### src/heater_alarm_pkg.sv
// Constants and types shared by the heater current and rate alarm logic
`default_nettype none

package heater_alarm_pkg;

   // ----------------------------------------------------------------
   // Timing
   // ----------------------------------------------------------------
   localparam int CLK_PERIOD_NS = 8;
   localparam int SAMPLE_PERIOD_MS = 60;
   localparam int MIN_INTERVAL_MS = 100;
   // Intervals at or below this count are too short to be judged
   localparam int MIN_INTERVAL_CYCLES = MIN_INTERVAL_MS * 1000000 / CLK_PERIOD_NS;
   localparam int INTERVAL_CNT_W = 24;

   // ----------------------------------------------------------------
   // Rate calculation period, in sampling cycles
   // ----------------------------------------------------------------
   localparam logic [9:0] RATE_PERIOD_MIN = 10'h001;
   localparam logic [9:0] RATE_PERIOD_MAX = 10'h3E7;
   localparam logic [9:0] RATE_PERIOD_DEFAULT = 10'h011;
   localparam logic [9:0] RATE_TICK_RESET = 10'h000;

   // ----------------------------------------------------------------
   // Currents, in units of 0.1 A
   // ----------------------------------------------------------------
   localparam int CURRENT_W = 16;
   localparam int CHANNELS = 2;
   localparam logic [15:0] CUR_FORCE_LOW = 16'h0000;
   localparam logic [15:0] CUR_FORCE_HIGH = 16'h01F4;
   localparam logic [15:0] CUR_OVERFLOW_LIMIT = 16'h0226;
   localparam logic [15:0] CUR_OVERFLOW_CODE = 16'hFFFF;
   localparam logic [15:0] CUR_MONITOR_RESET = 16'h0000;

   // ----------------------------------------------------------------
   // Alarm-1 type codes
   // ----------------------------------------------------------------
   localparam logic [3:0] ALM_TYPE_OFF = 4'h0;
   localparam logic [3:0] ALM_TYPE_PV_RATE = 4'hD;
   localparam logic [3:0] ALM_TYPE_RSP_UPPER = 4'hE;
   localparam logic [3:0] ALM_TYPE_RSP_LOWER = 4'hF;

   // ----------------------------------------------------------------
   // Rate alarm sequencing
   // ----------------------------------------------------------------
   typedef enum logic [1:0] {
      RATE_PRIME = 2'b01,
      RATE_RUN = 2'b10
   } rate_state_e;

endpackage : heater_alarm_pkg

`default_nettype wire

### src/heater_current_and_rate_alarms.sv
// Process-value rate alarm, remote set-point alarms and heater current alarms
//
// Behaviour
// - Each period end, present minus previous value compared with alarm value.
// - Period is 1 to 999 sampling cycles of 60 ms, default 17.
// - Positive alarm value watches rises, negative value watches falls.
// - Remote set-point limit alarms always use remote set point, any mode.
// - Open and overcurrent use on-time current; leak-short uses off-time current.
// - Heater alarms follow only the heating output, never cooling.
// - Open alarm on below threshold, off above, during on interval.
// - Leak-short alarm on above threshold, off below, during off interval.
// - Overcurrent alarm on above threshold, off below, during on interval.
// - On intervals of 100 ms or less skip open and overcurrent checks.
// - Off intervals of 100 ms or less skip leak-short check.
// - First alarm output ORs alarm-1 function with the heater alarms.
// - Heater alarms never change the control output.
// - Thresholds detect within 0.1 to 49.9 A; 0.0 and 50.0 disable.
// - Threshold 0.0 forces open off, leak-short and overcurrent on.
// - Threshold 50.0 forces open on, leak-short and overcurrent off.
// - Monitors show FFFF once current exceeds 55.0 A.
// - Two independent current channels, each with own thresholds and monitors.
// - Alarm type 13 selects the rate alarm.
// - Alarm types 14 and 15 select remote set-point upper and lower.
`default_nettype none

module heater_current_and_rate_alarms
   import heater_alarm_pkg::*;
#(
   parameter int MIN_CYCLES = MIN_INTERVAL_CYCLES
) (
   input wire logic clk_sys,
   input wire logic rst_b,
   input wire logic sampleTick,
   input wire logic signed [15:0] processValue,
   input wire logic [9:0] rateCalcPeriod,
   input wire logic signed [15:0] rateAlarmValue,
   input wire logic [3:0] alarm1Type,
   input wire logic signed [15:0] alarm1Value,
   input wire logic [15:0] alarm1Hysteresis,
   input wire logic alarm1OtherFunction,
   input wire logic alarmLatchEnable,
   input wire logic alarmLatchClear,
   input wire logic signed [15:0] remoteSetPoint,
   input wire logic heatingOn,
   input wire logic [15:0] currentSenseChanA,
   input wire logic [15:0] currentSenseChanB,
   input wire logic [15:0] openThresholdA,
   input wire logic [15:0] openThresholdB,
   input wire logic [15:0] leakThresholdA,
   input wire logic [15:0] leakThresholdB,
   input wire logic [15:0] overThresholdA,
   input wire logic [15:0] overThresholdB,
   output logic firstAlarmOutput,
   output logic pvRateAlarm,
   output logic rspUpperAlarm,
   output logic rspLowerAlarm,
   output logic heaterOpenAlarmA,
   output logic heaterOpenAlarmB,
   output logic heaterLeakShortAlarmA,
   output logic heaterLeakShortAlarmB,
   output logic heaterOvercurrentAlarmA,
   output logic heaterOvercurrentAlarmB,
   output logic [15:0] heaterCurrentMonitorA,
   output logic [15:0] heaterCurrentMonitorB,
   output logic [15:0] leakageCurrentMonitorA,
   output logic [15:0] leakageCurrentMonitorB
);

   // ----------------------------------------------------------------
   // State
   // ----------------------------------------------------------------
   typedef struct packed {
      rate_state_e rateState;
      logic [9:0] tickCnt;
      logic signed [15:0] prevPv;
      logic rateAlarm;
      logic rspUpper;
      logic rspLower;
      logic heaterAny;
      logic alarm1Latched;
      logic firstAlarm;
   } top_state_s;

   top_state_s s_q;
   top_state_s s_d;

   // ----------------------------------------------------------------
   // Current channels
   // ----------------------------------------------------------------
   logic [15:0] senseArr [CHANNELS];
   logic [15:0] openThrArr [CHANNELS];
   logic [15:0] leakThrArr [CHANNELS];
   logic [15:0] overThrArr [CHANNELS];
   logic [CHANNELS-1:0] openArr;
   logic [CHANNELS-1:0] leakArr;
   logic [CHANNELS-1:0] overArr;
   logic [15:0] onMonArr [CHANNELS];
   logic [15:0] offMonArr [CHANNELS];

   assign senseArr[0] = currentSenseChanA;
   assign senseArr[1] = currentSenseChanB;
   assign openThrArr[0] = openThresholdA;
   assign openThrArr[1] = openThresholdB;
   assign leakThrArr[0] = leakThresholdA;
   assign leakThrArr[1] = leakThresholdB;
   assign overThrArr[0] = overThresholdA;
   assign overThrArr[1] = overThresholdB;

   // heatingOn is only observed here; the control output stays untouched
   for (genvar ch = 0; ch < CHANNELS; ch++) begin : g_chan
      heater_current_channel #(
         .MIN_CYCLES(MIN_CYCLES)
      ) u_chan (
         .clk_sys(clk_sys),
         .rst_b(rst_b),
         .sampleTick(sampleTick),
         .heatingOn(heatingOn),
         .currentSense(senseArr[ch]),
         .openThreshold(openThrArr[ch]),
         .leakThreshold(leakThrArr[ch]),
         .overThreshold(overThrArr[ch]),
         .heaterOpenAlarm(openArr[ch]),
         .heaterLeakShortAlarm(leakArr[ch]),
         .heaterOvercurrentAlarm(overArr[ch]),
         .heaterCurrentMonitor(onMonArr[ch]),
         .leakageCurrentMonitor(offMonArr[ch])
      );
   end

   // ----------------------------------------------------------------
   // Next state
   // ----------------------------------------------------------------
   logic [9:0] periodEff;
   logic [9:0] tickNext;
   logic [16:0] pvDiff;
   logic [16:0] rateValExt;
   logic [17:0] rspExt;
   logic [17:0] limExt;
   logic [17:0] hystExt;
   logic alarm1Func;
   logic combined;

   always_comb begin
      s_d = s_q;
      // Out-of-range period: zero falls back to default, large is clamped
      if (rateCalcPeriod < RATE_PERIOD_MIN) begin
         periodEff = RATE_PERIOD_DEFAULT;
      end else if (rateCalcPeriod > RATE_PERIOD_MAX) begin
         periodEff = RATE_PERIOD_MAX;
      end else begin
         periodEff = rateCalcPeriod;
      end
      tickNext = s_q.tickCnt + 10'h001;
      pvDiff = {processValue[15], processValue} - {s_q.prevPv[15], s_q.prevPv};
      rateValExt = {rateAlarmValue[15], rateAlarmValue};

      // Rate alarm: first period only primes the previous value
      if (sampleTick) begin
         if (tickNext >= periodEff) begin
            s_d.tickCnt = RATE_TICK_RESET;
            s_d.prevPv = processValue;
            case (s_q.rateState)
               RATE_PRIME: begin
                  s_d.rateState = RATE_RUN;
               end
               RATE_RUN: begin
                  if (!rateAlarmValue[15]) begin
                     s_d.rateAlarm = $signed(pvDiff) > $signed(rateValExt);
                  end else begin
                     s_d.rateAlarm = $signed(pvDiff) < $signed(rateValExt);
                  end
               end
               default: begin
                  s_d.rateState = RATE_PRIME;
                  s_d.rateAlarm = 1'b0;
               end
            endcase
         end else begin
            s_d.tickCnt = tickNext;
         end
      end

      // Remote set-point absolute limits, with hysteresis on release
      rspExt = {{2{remoteSetPoint[15]}}, remoteSetPoint};
      limExt = {{2{alarm1Value[15]}}, alarm1Value};
      hystExt = {2'b00, alarm1Hysteresis};
      if ($signed(rspExt) > $signed(limExt)) begin
         s_d.rspUpper = 1'b1;
      end else if ($signed(rspExt) <= $signed(limExt - hystExt)) begin
         s_d.rspUpper = 1'b0;
      end
      if ($signed(rspExt) < $signed(limExt)) begin
         s_d.rspLower = 1'b1;
      end else if ($signed(rspExt) >= $signed(limExt + hystExt)) begin
         s_d.rspLower = 1'b0;
      end

      s_d.heaterAny = (|openArr) | (|leakArr) | (|overArr);

      case (alarm1Type)
         ALM_TYPE_OFF: alarm1Func = 1'b0;
         ALM_TYPE_PV_RATE: alarm1Func = s_q.rateAlarm;
         ALM_TYPE_RSP_UPPER: alarm1Func = s_q.rspUpper;
         ALM_TYPE_RSP_LOWER: alarm1Func = s_q.rspLower;
         default: alarm1Func = alarm1OtherFunction;
      endcase
      combined = alarm1Func | s_q.heaterAny;

      // Latch: a fresh alarm beats a clear in the same cycle
      if (combined && alarmLatchEnable) begin
         s_d.alarm1Latched = 1'b1;
      end else if (alarmLatchClear || !alarmLatchEnable) begin
         s_d.alarm1Latched = 1'b0;
      end
      s_d.firstAlarm = combined | (alarmLatchEnable & s_q.alarm1Latched);
   end

   always_ff @(posedge clk_sys) begin
      if (!rst_b) begin
         s_q <= '{rateState: RATE_PRIME, tickCnt: RATE_TICK_RESET, default: '0};
      end else begin
         s_q <= s_d;
      end
   end

   // ----------------------------------------------------------------
   // Outputs
   // ----------------------------------------------------------------
   assign firstAlarmOutput = s_q.firstAlarm;
   assign pvRateAlarm = s_q.rateAlarm;
   assign rspUpperAlarm = s_q.rspUpper;
   assign rspLowerAlarm = s_q.rspLower;
   assign heaterOpenAlarmA = openArr[0];
   assign heaterOpenAlarmB = openArr[1];
   assign heaterLeakShortAlarmA = leakArr[0];
   assign heaterLeakShortAlarmB = leakArr[1];
   assign heaterOvercurrentAlarmA = overArr[0];
   assign heaterOvercurrentAlarmB = overArr[1];
   assign heaterCurrentMonitorA = onMonArr[0];
   assign heaterCurrentMonitorB = onMonArr[1];
   assign leakageCurrentMonitorA = offMonArr[0];
   assign leakageCurrentMonitorB = offMonArr[1];

endmodule : heater_current_and_rate_alarms

`default_nettype wire

### src/heater_current_channel.sv
// One current-sensing channel: interval timing, alarm evaluation, monitors
`default_nettype none

module heater_current_channel
   import heater_alarm_pkg::*;
#(
   parameter int MIN_CYCLES = MIN_INTERVAL_CYCLES
) (
   input wire logic clk_sys,
   input wire logic rst_b,
   input wire logic sampleTick,
   input wire logic heatingOn,
   input wire logic [15:0] currentSense,
   input wire logic [15:0] openThreshold,
   input wire logic [15:0] leakThreshold,
   input wire logic [15:0] overThreshold,
   output logic heaterOpenAlarm,
   output logic heaterLeakShortAlarm,
   output logic heaterOvercurrentAlarm,
   output logic [15:0] heaterCurrentMonitor,
   output logic [15:0] leakageCurrentMonitor
);

   typedef struct packed {
      logic phaseOn;
      logic [INTERVAL_CNT_W-1:0] intervalCnt;
      logic sampleSeen;
      logic [15:0] lastCurrent;
      logic openAlarm;
      logic leakAlarm;
      logic overAlarm;
      logic [15:0] onMonitor;
      logic [15:0] offMonitor;
   } chan_state_s;

   chan_state_s s_q;
   chan_state_s s_d;

   localparam logic [INTERVAL_CNT_W-1:0] MIN_CNT = INTERVAL_CNT_W'(MIN_CYCLES);

   function automatic logic [15:0] monitorValue(input logic [15:0] cur);
      monitorValue = (cur > CUR_OVERFLOW_LIMIT) ? CUR_OVERFLOW_CODE : cur;
   endfunction : monitorValue

   always_comb begin
      s_d = s_q;
      if (heatingOn != s_q.phaseOn) begin
         // Interval just ended; judge it only if long enough and sampled
         if (s_q.intervalCnt > MIN_CNT && s_q.sampleSeen) begin
            if (s_q.phaseOn) begin
               if (s_q.lastCurrent < openThreshold) begin
                  s_d.openAlarm = 1'b1;
               end else if (s_q.lastCurrent > openThreshold) begin
                  s_d.openAlarm = 1'b0;
               end
               if (s_q.lastCurrent > overThreshold) begin
                  s_d.overAlarm = 1'b1;
               end else if (s_q.lastCurrent < overThreshold) begin
                  s_d.overAlarm = 1'b0;
               end
            end else begin
               if (s_q.lastCurrent > leakThreshold) begin
                  s_d.leakAlarm = 1'b1;
               end else if (s_q.lastCurrent < leakThreshold) begin
                  s_d.leakAlarm = 1'b0;
               end
            end
         end
         s_d.phaseOn = heatingOn;
         s_d.intervalCnt = '0;
         s_d.sampleSeen = 1'b0;
      end else begin
         if (s_q.intervalCnt != '1) begin
            s_d.intervalCnt = s_q.intervalCnt + INTERVAL_CNT_W'(1);
         end
         if (sampleTick) begin
            s_d.lastCurrent = currentSense;
            s_d.sampleSeen = 1'b1;
            if (s_q.phaseOn) begin
               s_d.onMonitor = monitorValue(currentSense);
            end else begin
               s_d.offMonitor = monitorValue(currentSense);
            end
         end
      end
      // Disabled thresholds pin the alarms regardless of measurement
      if (openThreshold == CUR_FORCE_LOW) begin
         s_d.openAlarm = 1'b0;
      end else if (openThreshold >= CUR_FORCE_HIGH) begin
         s_d.openAlarm = 1'b1;
      end
      if (leakThreshold == CUR_FORCE_LOW) begin
         s_d.leakAlarm = 1'b1;
      end else if (leakThreshold >= CUR_FORCE_HIGH) begin
         s_d.leakAlarm = 1'b0;
      end
      if (overThreshold == CUR_FORCE_LOW) begin
         s_d.overAlarm = 1'b1;
      end else if (overThreshold >= CUR_FORCE_HIGH) begin
         s_d.overAlarm = 1'b0;
      end
   end

   always_ff @(posedge clk_sys) begin
      if (!rst_b) begin
         s_q <= '0;
      end else begin
         s_q <= s_d;
      end
   end

   assign heaterOpenAlarm = s_q.openAlarm;
   assign heaterLeakShortAlarm = s_q.leakAlarm;
   assign heaterOvercurrentAlarm = s_q.overAlarm;
   assign heaterCurrentMonitor = s_q.onMonitor;
   assign leakageCurrentMonitor = s_q.offMonitor;

endmodule : heater_current_channel

`default_nettype wire
### config.mk
export PLATFORM = sky130hd
export DESIGN_NAME = heater_current_and_rate_alarms
export DESIGN_NICKNAME = d
export VERILOG_FILES = /design/src/heater_alarm_pkg.sv /design/src/heater_current_and_rate_alarms.sv /design/src/heater_current_channel.sv
export SDC_FILE = /design/constraint.sdc
export NUM_CORES = 1
export LEC_CHECK = 0
export BUFFER_PORTS_ARGS = -buffer_cell sky130_fd_sc_hd__buf_2
export CAP_MARGIN = 40
export CELL_PAD_IN_SITES_DETAIL_PLACEMENT = 0
export CELL_PAD_IN_SITES_GLOBAL_PLACEMENT = 1
export CORE_MARGIN = 4
export CORE_UTILIZATION = 38
export CTS_CLUSTER_DIAMETER = 40
export DETAILED_ROUTE_END_ITERATION = 6
export HOLD_SLACK_MARGIN = 0.05
export MAX_ROUTING_LAYER = met4
export PLACE_DENSITY = 0.86
export SETUP_SLACK_MARGIN = 0.3
export SYNTH_ARGS = -nofsm -noshare
export SYNTH_HDL_FRONTEND = slang
export SYNTH_HIERARCHICAL = 1
export SYNTH_SLANG_ARGS = --single-unit
### constraint.sdc
create_clock -name clk_sys -period 3.8 [get_ports clk_sys]
set_input_delay 0.57 -clock clk_sys [delete_from_list [all_inputs] [get_ports clk_sys]]
set_output_delay 0.57 -clock clk_sys [all_outputs]
set_load 0.02 [all_outputs]
# Yosys cells after proc, flatten, opt, wreduce, memory -nomap -nowiden
# Index checks and enable logic that the tools add are counted.
classes:
  add_sub_neg: 6
  magnitude_cmp: 31
  n_eq_ne: 11
  n_mux: 47
  bitwise_logic: 12
  n_reduce_logical: 59
ops:
  columns: ["op", "n"]
  rows:
  - ["greater-than comparator 16 bit", 7]
  - ["less-than comparator 16 bit", 7]
  - [">= comparator 16 x 9 -> 1 bit (second input constant)", 6]
  - ["logical NOT 16 bit", 6]
  - ["adder 24 x 1 -> 24 bit (second input constant)", 2]
  - ["greater-than comparator 24 bit (second input constant)", 2]
  - ["inequality test 24 bit (second input constant)", 2]
  - ["nonzero test 3 bit", 12]
  - ["2-to-1 mux 1 bit", 35]
  - ["greater-than comparator 16 x 10 -> 1 bit (second input constant)", 2]
  - ["2-to-1 mux 16 bit", 2]
  - ["2-to-1 mux 10 bit", 3]
  - ["AND reduction 4 bit", 6]
  - ["adder 16 x 17 -> 18 bit", 1]
  - [">= comparator 16 x 18 -> 1 bit", 1]
  - ["less-or-equal comparator 16 x 18 -> 1 bit", 1]
  - ["AND reduction 3 bit", 6]
  - ["nonzero test 2 bit", 9]
  - ["subtractor 16 x 17 -> 18 bit", 1]
  - ["greater-than comparator 17 x 16 -> 1 bit", 1]
  - ["less-than comparator 17 x 16 -> 1 bit", 1]
  - ["subtractor 16 x 16 -> 17 bit", 1]
  - ["nonzero test 4 bit", 4]
  - ["OR reduction 2 bit", 7]
  - ["other kinds (21)", 41]
word_totals:
  ff_bits: 188
  inputBits: 229
  out_inout_bits: 74

# Longest topological paths before layout
# Gate-level depths: netlist of run 1.
depth:
  ltp_word: 8
  depth_mapped: 19

# Hierarchy
# Netlist of run 1, hierarchy kept.
by_module_without_submodules:
  columns: ["module", "instances", "cells_each", "area_per_inst_um2"]
  rows:
  - ["heater_current_and_rate_alarms", 1, 757, 5745.5]
  - ["heater_current_channel (g_chan[1].u_chan)", 1, 598, 4863.4]
  - ["heater_current_channel (g_chan[0].u_chan)", 1, 589, 4752.1]

# Worst setup path before layout of run 1
# OpenSTA, ideal clock, no wires.
synth_path:
  path_type: "input to register"
  from: "in processValue[0]"
  to: "reg s_q (netlist bit pvRateAlarm)"
  setup_ns: 0.121
  arrival_ns: 3.606
  setup_slack_ns: 0.073
  path_stages: 18
  path_cell_list: "inv_1 -> ha_1 -> fa_1 -> nor2b_1 -> o21a_1 -> o21ai_1 -> a21oi_1 -> a211oi_2 -> a211oi_1 -> a221oi_1 -> ha_1 -> nand4_1 -> nor4_1 -> a21oi_1 -> o211ai_1 -> mux2i_1 -> mux2i_1 -> o22ai_1"
synth_between:
  elab_chain_len: 4
  elab_cells_between_ends: 5
  classes_between: "add/sub: 1; order compare: 2; mux: 2"
synth_rtl:
  columns: ["item", "line", "rtl"]
  rows:
  - ["start, declared", "heater_current_and_rate_alarms.sv:34", "input wire logic signed [15:0] processValue,"]
  - ["subtractor 16 x 16 -> 17 bit (*)", "heater_current_and_rate_alarms.sv:154", "pvDiff = {processValue[15], processValue} - {s_q.prevPv[15], s_q.prevPv};"]
  - ["greater-than comparator 17 x 16 -> 1 bit / less-than comparator 17 x 16 -> 1 bit (equally long branches)", "heater_current_and_rate_alarms.sv:168, heater_current_and_rate_alarms.sv:170", null]
  - ["2-to-1 mux 1 bit (*)", "heater_current_and_rate_alarms.sv:167", "if (!rateAlarmValue[15]) begin"]
  - ["case mux 1 bit (2 select lines) (*)", "heater_current_and_rate_alarms.sv:162", "case (s_q.rateState)"]
  - ["end signal, assigned", "heater_current_and_rate_alarms.sv:220", "s_q <= '{rateState: RATE_PRIME, tickCnt: RATE_TICK_RESET, default: '0};"]
  - ["end signal, assigned", "heater_current_and_rate_alarms.sv:222", "s_q <= s_d;"]
  - ["end, declared", "heater_current_and_rate_alarms.sv:84", "top_state_s s_q;"]
# Every way passes the cells marked *; elsewhere a longest branch is shown, timed or not.
# A chain may end at the register's enable or synchronous reset.

# Worst setup path after layout of run 1
layout_path:
  from: "in alarm1Value[1]"
  to: "reg s_q (netlist bit rspLowerAlarm)"
layout_between:
  elab_chain_len: 3
  elab_cells_between_ends: 5
  classes_between: "add/sub: 1; order compare: 2; mux: 1; reduce/logical: 1"
layout_rtl:
  columns: ["item", "line", "rtl"]
  rows:
  - ["start, declared", "heater_current_and_rate_alarms.sv:38", "input wire logic signed [15:0] alarm1Value,"]
  - ["adder 16 x 17 -> 18 bit", "heater_current_and_rate_alarms.sv:194", "end else if ($signed(rspExt) >= $signed(limExt + hystExt)) begin"]
  - [">= comparator 16 x 18 -> 1 bit", "heater_current_and_rate_alarms.sv:194", null]
  - ["nonzero test 2 bit (no source line)", null, null]
# Parallel ways exist; a longest one is shown, timed or not.

==> results of run 1 <==
## power by group through the flow
stage	combinational (mW)	clock [mW]	sequential [mW]
6_report	1.50	1.79	2.13
3_5_place_dp	1.44	0	2.18
2_1_floorplan	0.975	0	2.14
5_1_grt	1.69	1.93	2.14
3_3_place_gp	1.40	0	2.17
4_1_cts	1.46	1.86	2.13
## worst max-delay path by stage
stage                         from            end  slack (ns)
6_report            alarm1Value[1]  rspLowerAlarm        0.35
5_1_grt                     s_q[6]    pvRateAlarm        0.17
4_1_cts                     s_q[6]    pvRateAlarm        0.25
3_5_place_dp   alarm1Hysteresis[0]  rspLowerAlarm       -0.21
3_3_place_gp   alarm1Hysteresis[1]  rspLowerAlarm       -0.11
2_1_floorplan      processValue[0]    pvRateAlarm        0.27
## what timing repair did
item / 4_1_cts / 5_1_grt
pin swaps: 12 / 11
gates resized for setup: 9 / 27
endpoints found under the setup margin: 2 / 3
buffers inserted: 3 / 3
## sequential cells by signal, indices dropped and copies added, names as in the netlist
signal and count:
g_chan.u_chan/s_q 84, g_chan.u_chan/heaterCurrentMonitor 32, g_chan.u_chan/leakageCurrentMonitor 32, s_q 30
g_chan.u_chan/heaterLeakShortAlarm 2, g_chan.u_chan/heaterOpenAlarm 2, g_chan.u_chan/heaterOvercurrentAlarm 2, firstAlarmOutput 1
pvRateAlarm 1, rspLowerAlarm 1, rspUpperAlarm 1
## layer usage
metal,part of all wire,track usage,vias up
li1,-,-,7335
met1,0.45,0.2563,6841
met2,0.48,0.3458,352
met3,0.047,0.03963,63
met4,0.018,0.05176,0
met5,0,-,-
## per-stage QoR
step	cells	cell area (sq um)	power [mW]	setup slack (ns)
after floorplan	1944	15390	3.118	0.2728
after global placement	2700	17200	3.570	-0.1070
after detailed placement	2703	17230	3.619	-0.2120
after CTS	2737	17880	5.449	0.2508
after global routing	2750	18080	5.763	0.1731
final	2750	18080	5.429	0.3489
## cells in the final DEF, fill, tap and decap left out, types with 17 or more instances in the layout
cell | synthesis | final
buf_2 | 9 | 301
ha_1 | 231 | 228
inv_1 | 208 | 208
dfxtp_1 | 188 | 186
nand2_1 | 184 | 184
nor2_1 | 150 | 149
a21oi_1 | 134 | 129
o21ai_0 | 76 | 74
buf_4 | 66 | 59
nand4_1 | 56 | 56
xnor2_1 | 55 | 55
a21boi_0 | 54 | 54
nand3_1 | 43 | 42
nor4_1 | 37 | 35
nor2b_1 | 34 | 34
nor3_1 | 36 | 34
a21o_1 | 32 | 32
xor2_1 | 27 | 27
o21a_1 | 26 | 26
clkbuf_16 | 0 | 17
## worst reg2reg max path, cell delays in order (launching register included)
cell	delay (ns)
dfxtp_2	0.33
ha_2	0.18
fa_2	0.34
nor2b_1	0.13
o21a_1	0.16
o21ai_2	0.09
buf_4	0.15
a21oi_2	0.15
a31oi_1	0.11
xnor2_1	0.14
ha_1	0.31
nand3_2	0.11
nor4_2	0.31
a21oi_1	0.12
o211ai_1	0.12
mux2i_1	0.24
mux2i_1	0.21
o22ai_1	0.09
## synth_stat cells, types with 5 or more instances
master | n | share of area
o41ai_1 | 7 | 0.0040
nand4b_1 | 5 | 0.0029
nand3_1 | 43 | 0.014
nand2_1 | 184 | 0.045
a221oi_1 | 6 | 0.0034
a21boi_0 | 54 | 0.026
buf_4 | 66 | 0.032
or4_1 | 14 | 0.0068
a2111oi_0 | 6 | 0.0034
clkbuf_1 | 40 | 0.0098
nand4_1 | 56 | 0.023
nor2_1 | 150 | 0.037
o21a_1 | 26 | 0.013
buf_2 | 9 | 0.0029
dfxtp_1 | 188 | 0.25
o211a_1 | 5 | 0.0033
nor4_1 | 37 | 0.015
inv_1 | 208 | 0.051
and2_1 | 13 | 0.0053
and4_1 | 13 | 0.0074
ha_1 | 231 | 0.19
o21ai_1 | 5 | 0.0016
a21o_1 | 32 | 0.016
nor3_1 | 36 | 0.012
o21bai_1 | 7 | 0.0034
a211oi_1 | 7 | 0.0034
xor2_1 | 27 | 0.015
or3_1 | 12 | 0.0049
mux2i_1 | 7 | 0.0046
o211ai_1 | 15 | 0.0073
nand2b_1 | 16 | 0.0065
a21oi_1 | 134 | 0.044
xnor2_1 | 55 | 0.031
nor2b_1 | 34 | 0.014
a31oi_1 | 13 | 0.0053
and3_1 | 9 | 0.0037
o21ai_0 | 76 | 0.025
## cells by family after synthesis
group / after synthesis
buf+inv: 330
simple gates: 653
mux: 8
xor+xnor: 82
fa+ha+maj: 234
flops: 188
compound gates: 449
## area by class of cell
class                   count  area, sq um
inverters                 209        784.5
well taps                 525        656.9
multi-input cells        1426        10300
repair buffers            361         1964
fillers                  3972        21740
clock inverters            14        165.2
flip-flops and latches    188         3766
diodes                     10        25.02
clock buffers              17        425.4
==> summary.txt, run 1 <==
Status
  – Status: finished, final reports clean

Place
  – Buffers on Ports: 302
  – Placed wire-length estimate: 37760 um
  – Final RePlAce weighted congestion: 0.9155

Setup path
  – Crit-path most repeated cell: ha_1
  – CP peak stage delay: 0.37 ns
  – Reg2reg end: pvRateAlarm
  – Reg2reg path depth: 17
  – R2R Path Start: s_q[6]
  – Delay-heaviest family, CP: compound AO/OA/AOI/OAI gates
  – CP max-delay cell: o41a_1
  – CP cell instances: buf_2 -> buf_4 -> ha_1 -> nor2_2 -> a221oi_4 -> o41a_1 -> a221oi_2 -> nand3b_1 -> and3_1 -> xnor2_1 -> ha_1 -> nand4_1 -> or2_2 -> o31a_1 -> mux2i_1 -> a21boi_0
  – Critical path arrival: 3.82 ns
  – Critical Path Fanout Max: 3
  – R2r setup slk: 0.39 ns
  – Startpoint Class: primary input
  – Critical Path RT: 4.16 ns
  – Setup CP Type: primary input to register
  – Crit end category: register
  – CP bufs+invs: 2
  – Stages on worst setup path: 16

Power
  – Internal power: 3.602 mW
  – Pleak: 8.438 nW
  – Logic pwr share: 0.277
  – Worst vdd ir: 0.0002859 V
  – P_sw: 1.827 mW
  – Clock share of power: 0.330
  – Pwr per Cell Area: 300.2 mW/mm^2
  – Switching share of power: 0.3365
  – Seq pwr share: 0.392

Drt
  – Initial DRC count: 813
  – WL/cell: 16.74 um
  – Vias/cell: 5.306
  – ANT nets after route: 0
  – First-pass iteration count of the detailed router: 5
  – DRC Markers: 0
  – Post-Route WL: 46030 um
  – Vias: 14590

Global route
  – Largest net degree at the start of global routing: 56
  – First-pass GRT wire length: 72230 um
  – Vias in the first global route: 14170
  – Initial antenna violation count: 11
  – GRT Total Usage: 0.2060
  – GRT overflow: 0

Floorplan
  – Chip Height: 209.1 um
  – Die W: 209.1 um
  – Die Area: 0.04370 sq mm
  – Core area: 0.03982 sq mm
  – Num rows: 73
  – Starting Density: 0.3857
  – IO Count: 303

Timing
  – Worst slew pin tran: 0.7620 ns
  – Hold_ws: 0.3506 ns
  – Worst Clk Skew: 0.01236 ns
  – Maximum clock rate: 0.2898 GHz
  – Slew Limit Headroom: 0.4920
  – Final hold violations: 0
  – Total negative slack: 0 ns
  – Unrepaired setup endpoints after global routing: yes
  – Tmin final: 3.451 ns
  – Final period util: 0.9082
  – Final slew viol count: 0
  – Setup Viol. Count Final: 0

Logic synthesis
  – Async set-reset flop share out of synthesis: 0
  – Area of the mapped netlist: 0.01536 sq mm
  – Post-synthesis simple-gate area fraction: 0.2161
  – Number of synthesis warnings: 6
  – Register bit total from synthesis: 188
  – Cells after synthesis: 1944
  – Mux share of post-synthesis cell area: 0.005294
  – Netlist cell types: 97
  – Largest family of logic cells by synthesized area: simple AND/OR/NAND/NOR gates
  – Mean area per synthesized cell: 7.902 sq um
  – Post-synthesis xor/xnor area fraction: 0.04675
  – Syn nets: 2407
  – Post-synthesis sequential area ratio: 0.2450
  – Post-synth EDFFs: 0
  – Prevailing post-synth register cell: dfxtp_1
  – Synth Area in Adders: 0.1921
  – Compound-Gate Fraction of Synth Area: 0.1957

Final layout
  – Final Util: 0.4541
  – Area growth from synthesis to layout: 17.72%
  – Share of layout cells above drive strength 1: 0.2077
  – NumNets Final: 2666

Clock tree
  – Num CTS Buffers: 17
  – Max Root-Sink Buffers: 2
  – H-tree levels: 4
  – Root Buffer: clkbuf_16
  – Clk sink count: 188
  – CTS tree: yes
  – # hold bufs at CTS: 0
  – CTS clk-pin slew, worst paths: 0.08 ns
  – Clock Latency Late Sink: 0.44 ns

Worst hold path
  – HP Class: primary input to register
  – HP Start: alarmLatchEnable
  – Hold endpoint: s_q[1]
  – Hold Path Depth: 3

Run
  – Maxcap violations: 0
Power figures use the tool's default switching activity.
==> run 2: changes to the inputs <==
- ABC_CLOCK_PERIOD_IN_PS: not set -> 3400
- CAP_MARGIN: 40 -> 20
- CORE_UTILIZATION: 38 -> 42
- PLACE_DENSITY: 0.86 -> 0.9
- clock period: 3.8 -> 3.4 ns (I/O delays scaled with it)
==> run 2 against run 1 <==
  * Largest power group unchanged
  * Sequential cell count stayed put
  * Hold slack worse by 0.065 ns
  * Critical path type is now register to register
  * Largest cell class unchanged
  * The flow now finishes with violations (negative setup slack)
  * Routed wire length rose by 0.12%
  * Core utilization grew 6.3 points
==> summary.txt, run 2 (same netlist as run 1, synthesis figures left out) <==
Setup path
  – Reg2reg path depth: 17 (unchanged)
  – Startpoint Class: register (was primary input)
  – CP cell instances: ha_4 -> fa_2 -> nor2b_1 -> o21a_1 -> o21ai_2 -> a21oi_2 -> a211oi_2 -> a211oi_2 -> xor2_1 -> ha_1 -> nand4_1 -> buf_4 -> buf_4 -> o211ai_1 -> mux2i_1 -> mux2i_1 -> o22ai_1 (was buf_2 -> buf_4 -> ha_1 -> nor2_2 -> a221oi_4 -> o41a_1 -> a221oi_2 -> nand3b_1 -> and3_1 -> xnor2_1 -> ha_1 -> nand4_1 -> or2_2 -> o31a_1 -> mux2i_1 -> a21boi_0)
  – Critical path arrival: 3.80 ns (was 3.82 ns)
  – CP max-delay cell: fa_2 (was o41a_1)
  – Critical Path Fanout Max: 2 (was 3)
  – CP peak stage delay: 0.37 ns (about the same)
  – Setup CP Type: register to register (was primary input to register)
  – Critical Path RT: 3.74 ns (was 4.16 ns)
  – Crit end category: register (unchanged)

Global route
  – GRT overflow: 0 (unchanged)
  – Largest net degree at the start of global routing: 58 (was 56)
  – Vias in the first global route: 14520 (was 14170)
  – First-pass GRT wire length: 71590 um (was 72230 um)
  – GRT Total Usage: 0.2286 (was 0.2060)
  – Initial antenna violation count: 5 (was 11)

Place
  – Placed wire-length estimate: 37470 um (was 37760 um)
  – Pre-CTS setup slack: -0.4447 ns (was -0.2120 ns)
  – Buffers on Ports: 302 (unchanged)
  – Placed inst area: 0.01773 sq mm (was 0.01723 sq mm)
  – Final RePlAce weighted congestion: 0.9281 (was 0.9155)

Power
  – Worst vdd ir: 0.0003661 V (was 0.0002859 V)
  – Switching share of power: 0.3337 (was 0.3365)
  – Internal power: 4.112 mW (was 3.602 mW)
  – P_sw: 2.060 mW (was 1.827 mW)
  – Seq pwr share: 0.386 (was 0.392)
  – Logic pwr share: 0.286 (was 0.277)
  – Pwr Total: 6.172 mW (was 5.429 mW)
  – Pleak: 8.737 nW (was 8.438 nW)
  – Pwr per Cell Area: 333.2 mW/mm^2 (was 300.2 mW/mm^2)
  – Clock share of power: 0.328 (was 0.330)

Final layout
  – Share of layout cells above drive strength 1: 0.2333 (was 0.2077)
  – Fillers: 3403 (was 3972)
  – Area growth from synthesis to layout: 20.59% (was 17.72%)
  – Commonest non-fill, non-tap cell in the layout: buf_2 (unchanged)
  – Final Util: 0.5170 (was 0.4541)
  – Multi-input combinational cell area: 0.01035 sq mm (was 0.01030 sq mm)
  – Final instance area: 0.01852 sq mm (was 0.01808 sq mm)
  – NumNets Final: 2726 (was 2666)
  – Top reg by flops: g_chan.u_chan/s_q (unchanged)
  – Commonest cells after routing, fill and taps aside: buf_2 (300), ha_1 (223), inv_1 (206), dfxtp_1 (185), nand2_1 (184) (was buf_2 (301), ha_1 (228), inv_1 (208), dfxtp_1 (186), nand2_1 (184))
  – Reg area: 0.003767 sq mm (was 0.003766 sq mm)
  – Largest register FFs: 84 (unchanged)

Drt
  – First-pass iteration count of the detailed router: 5 (unchanged)
  – DRC Markers: 0 (unchanged)
  – WL/cell: 16.80 um (was 16.74 um)
  – ANT nets after route: 0 (unchanged)
  – Vias: 14850 (was 14590)
  – Vias/cell: 5.414 (was 5.306)
  – Initial DRC count: 676 (was 813)
  – Post-Route WL: 46090 um (was 46030 um)

Clock tree
  – Clk sink count: 188 (unchanged)
  – Max Root-Sink Buffers: 2 (unchanged)
  – Clock Latency Late Sink: 0.45 ns (was 0.44 ns)
  – # hold bufs at CTS: 0 (unchanged)
  – CTS clk-pin slew, worst paths: 0.08 ns (about the same)
  – Num CTS Buffers: 17 (unchanged)
  – H-tree levels: 4 (unchanged)
  – Root Buffer: clkbuf_16 (unchanged)
  – CTS tree: yes (unchanged)

Timing
  – Setup Viol. Count Final: 1 (was 0)
  – Tmin final: 3.459 ns
  – Final worst slack: -0.05949 ns (was 0.3489 ns)
  – Maximum clock rate: 0.2891 GHz
  – Worst slew pin tran: 0.9347 ns (was 0.7620 ns)
  – Worst Clk Skew: 0.01943 ns (was 0.01236 ns)
  – Slew Limit Headroom: 0.3769 (was 0.4920)
  – Final period util: 1.017
  – Hold_ws: 0.2852 ns (was 0.3506 ns)
  – Unrepaired setup endpoints after global routing: yes (unchanged)
  – Final hold violations: 0 (unchanged)
  – Final slew viol count: 0 (unchanged)

Floorplan
  – Starting Density: 0.4287 (was 0.3857)
  – Die W: 199.2 um (was 209.1 um)
  – IO Count: 303 (unchanged)
  – Chip Height: 199.2 um (was 209.1 um)
  – Die Area: 0.03970 sq mm (was 0.04370 sq mm)
  – Core area: 0.03583 sq mm (was 0.03982 sq mm)
  – Num rows: 69 (was 73)

Worst hold path
  – HP Class: primary input to register (unchanged)
  – Hold Path Depth: 3 (unchanged)

Status
  – Status: finished with violations (was finished, final reports clean)
  – Violated checks: negative setup slack

Run
  – Maxcap violations: 0 (unchanged)
## run 2: cell count changes in the layout (fill, tap and decap cells not counted), moves of 2 or more
| cell | previous run | this run |
|---|---|---|
| buf_4 | 59 | 120 |
| diode_2 | 10 | 6 |
| ha_1 | 228 | 223 |
| ha_2 | 2 | 4 |
| ha_4 | 1 | 4 |
| inv_1 | 208 | 206 |
## run 2: critical path, delay by kind of cell (launching register included)
family	cells	cell delay [ns]
flip-flops	1	0.34
AND/OR/NAND/NOR	2	0.27
buffers and inverters	2	0.30
adder cells (fa/ha/maj)	3	0.85
multiplexers	2	0.44
XOR/XNOR	1	0.13
AO/OA/AOI/OAI	7	1.01
## run 2: power by group through the flow
stage	Combinational (mW)	Sequential, mW	Clock [mW]
floorplan	1.11	2.40	0
finish	1.76	2.38	2.02
global placement	1.66	2.43	0
CTS	1.75	2.38	2.08
global route	1.97	2.39	2.17
detailed placement	1.71	2.43	0
## run 2: path summary, 6_finish.rpt
check | start | end | slack [ns]
max | s_q[6] | pvRateAlarm | -0.06
min | alarmLatchEnable | s_q[1] | 0.29
max reg2reg | s_q[6] | pvRateAlarm | -0.06
min reg2reg | s_q[15] | s_q[15] | 0.46
## run 2: stage by stage
step,TNS [ns],cells
global placement,-0.9048,2701
floorplan,-0.002379,1944
global route,-0.2398,2742
CTS,-0.07766,2736
detailed placement,-1.015,2701
finish,-0.05949,2743
## run 2: repair_timing
item	CTS	global route
setup endpoints to repair	3	19
resized for setup	17	14
pin swaps	23	11
buffers inserted	3	1
## run 2: cell type report
| cell class | instances | share of cell area |
|---|---|---|
| antenna | 6 | 0.0008105 |
| inverter | 209 | 0.04296 |
| clock inverter | 14 | 0.008713 |
| timing repair buffer | 421 | 0.1305 |
| tap | 461 | 0.03114 |
| sequential | 188 | 0.2034 |
| clock buffer | 18 | 0.02371 |
| multi-input combinational | 1426 | 0.5588 |
## run 2: metal layers
metal / GRT usage / up-vias / part of all wire
li1: - / 7455 / -
met1: 0.2834 / 6965 / 0.44
met2: 0.3942 / 381 / 0.49
met3: 0.03237 / 50 / 0.052
met4: 0.05522 / 0 / 0.017
met5: - / - / 0
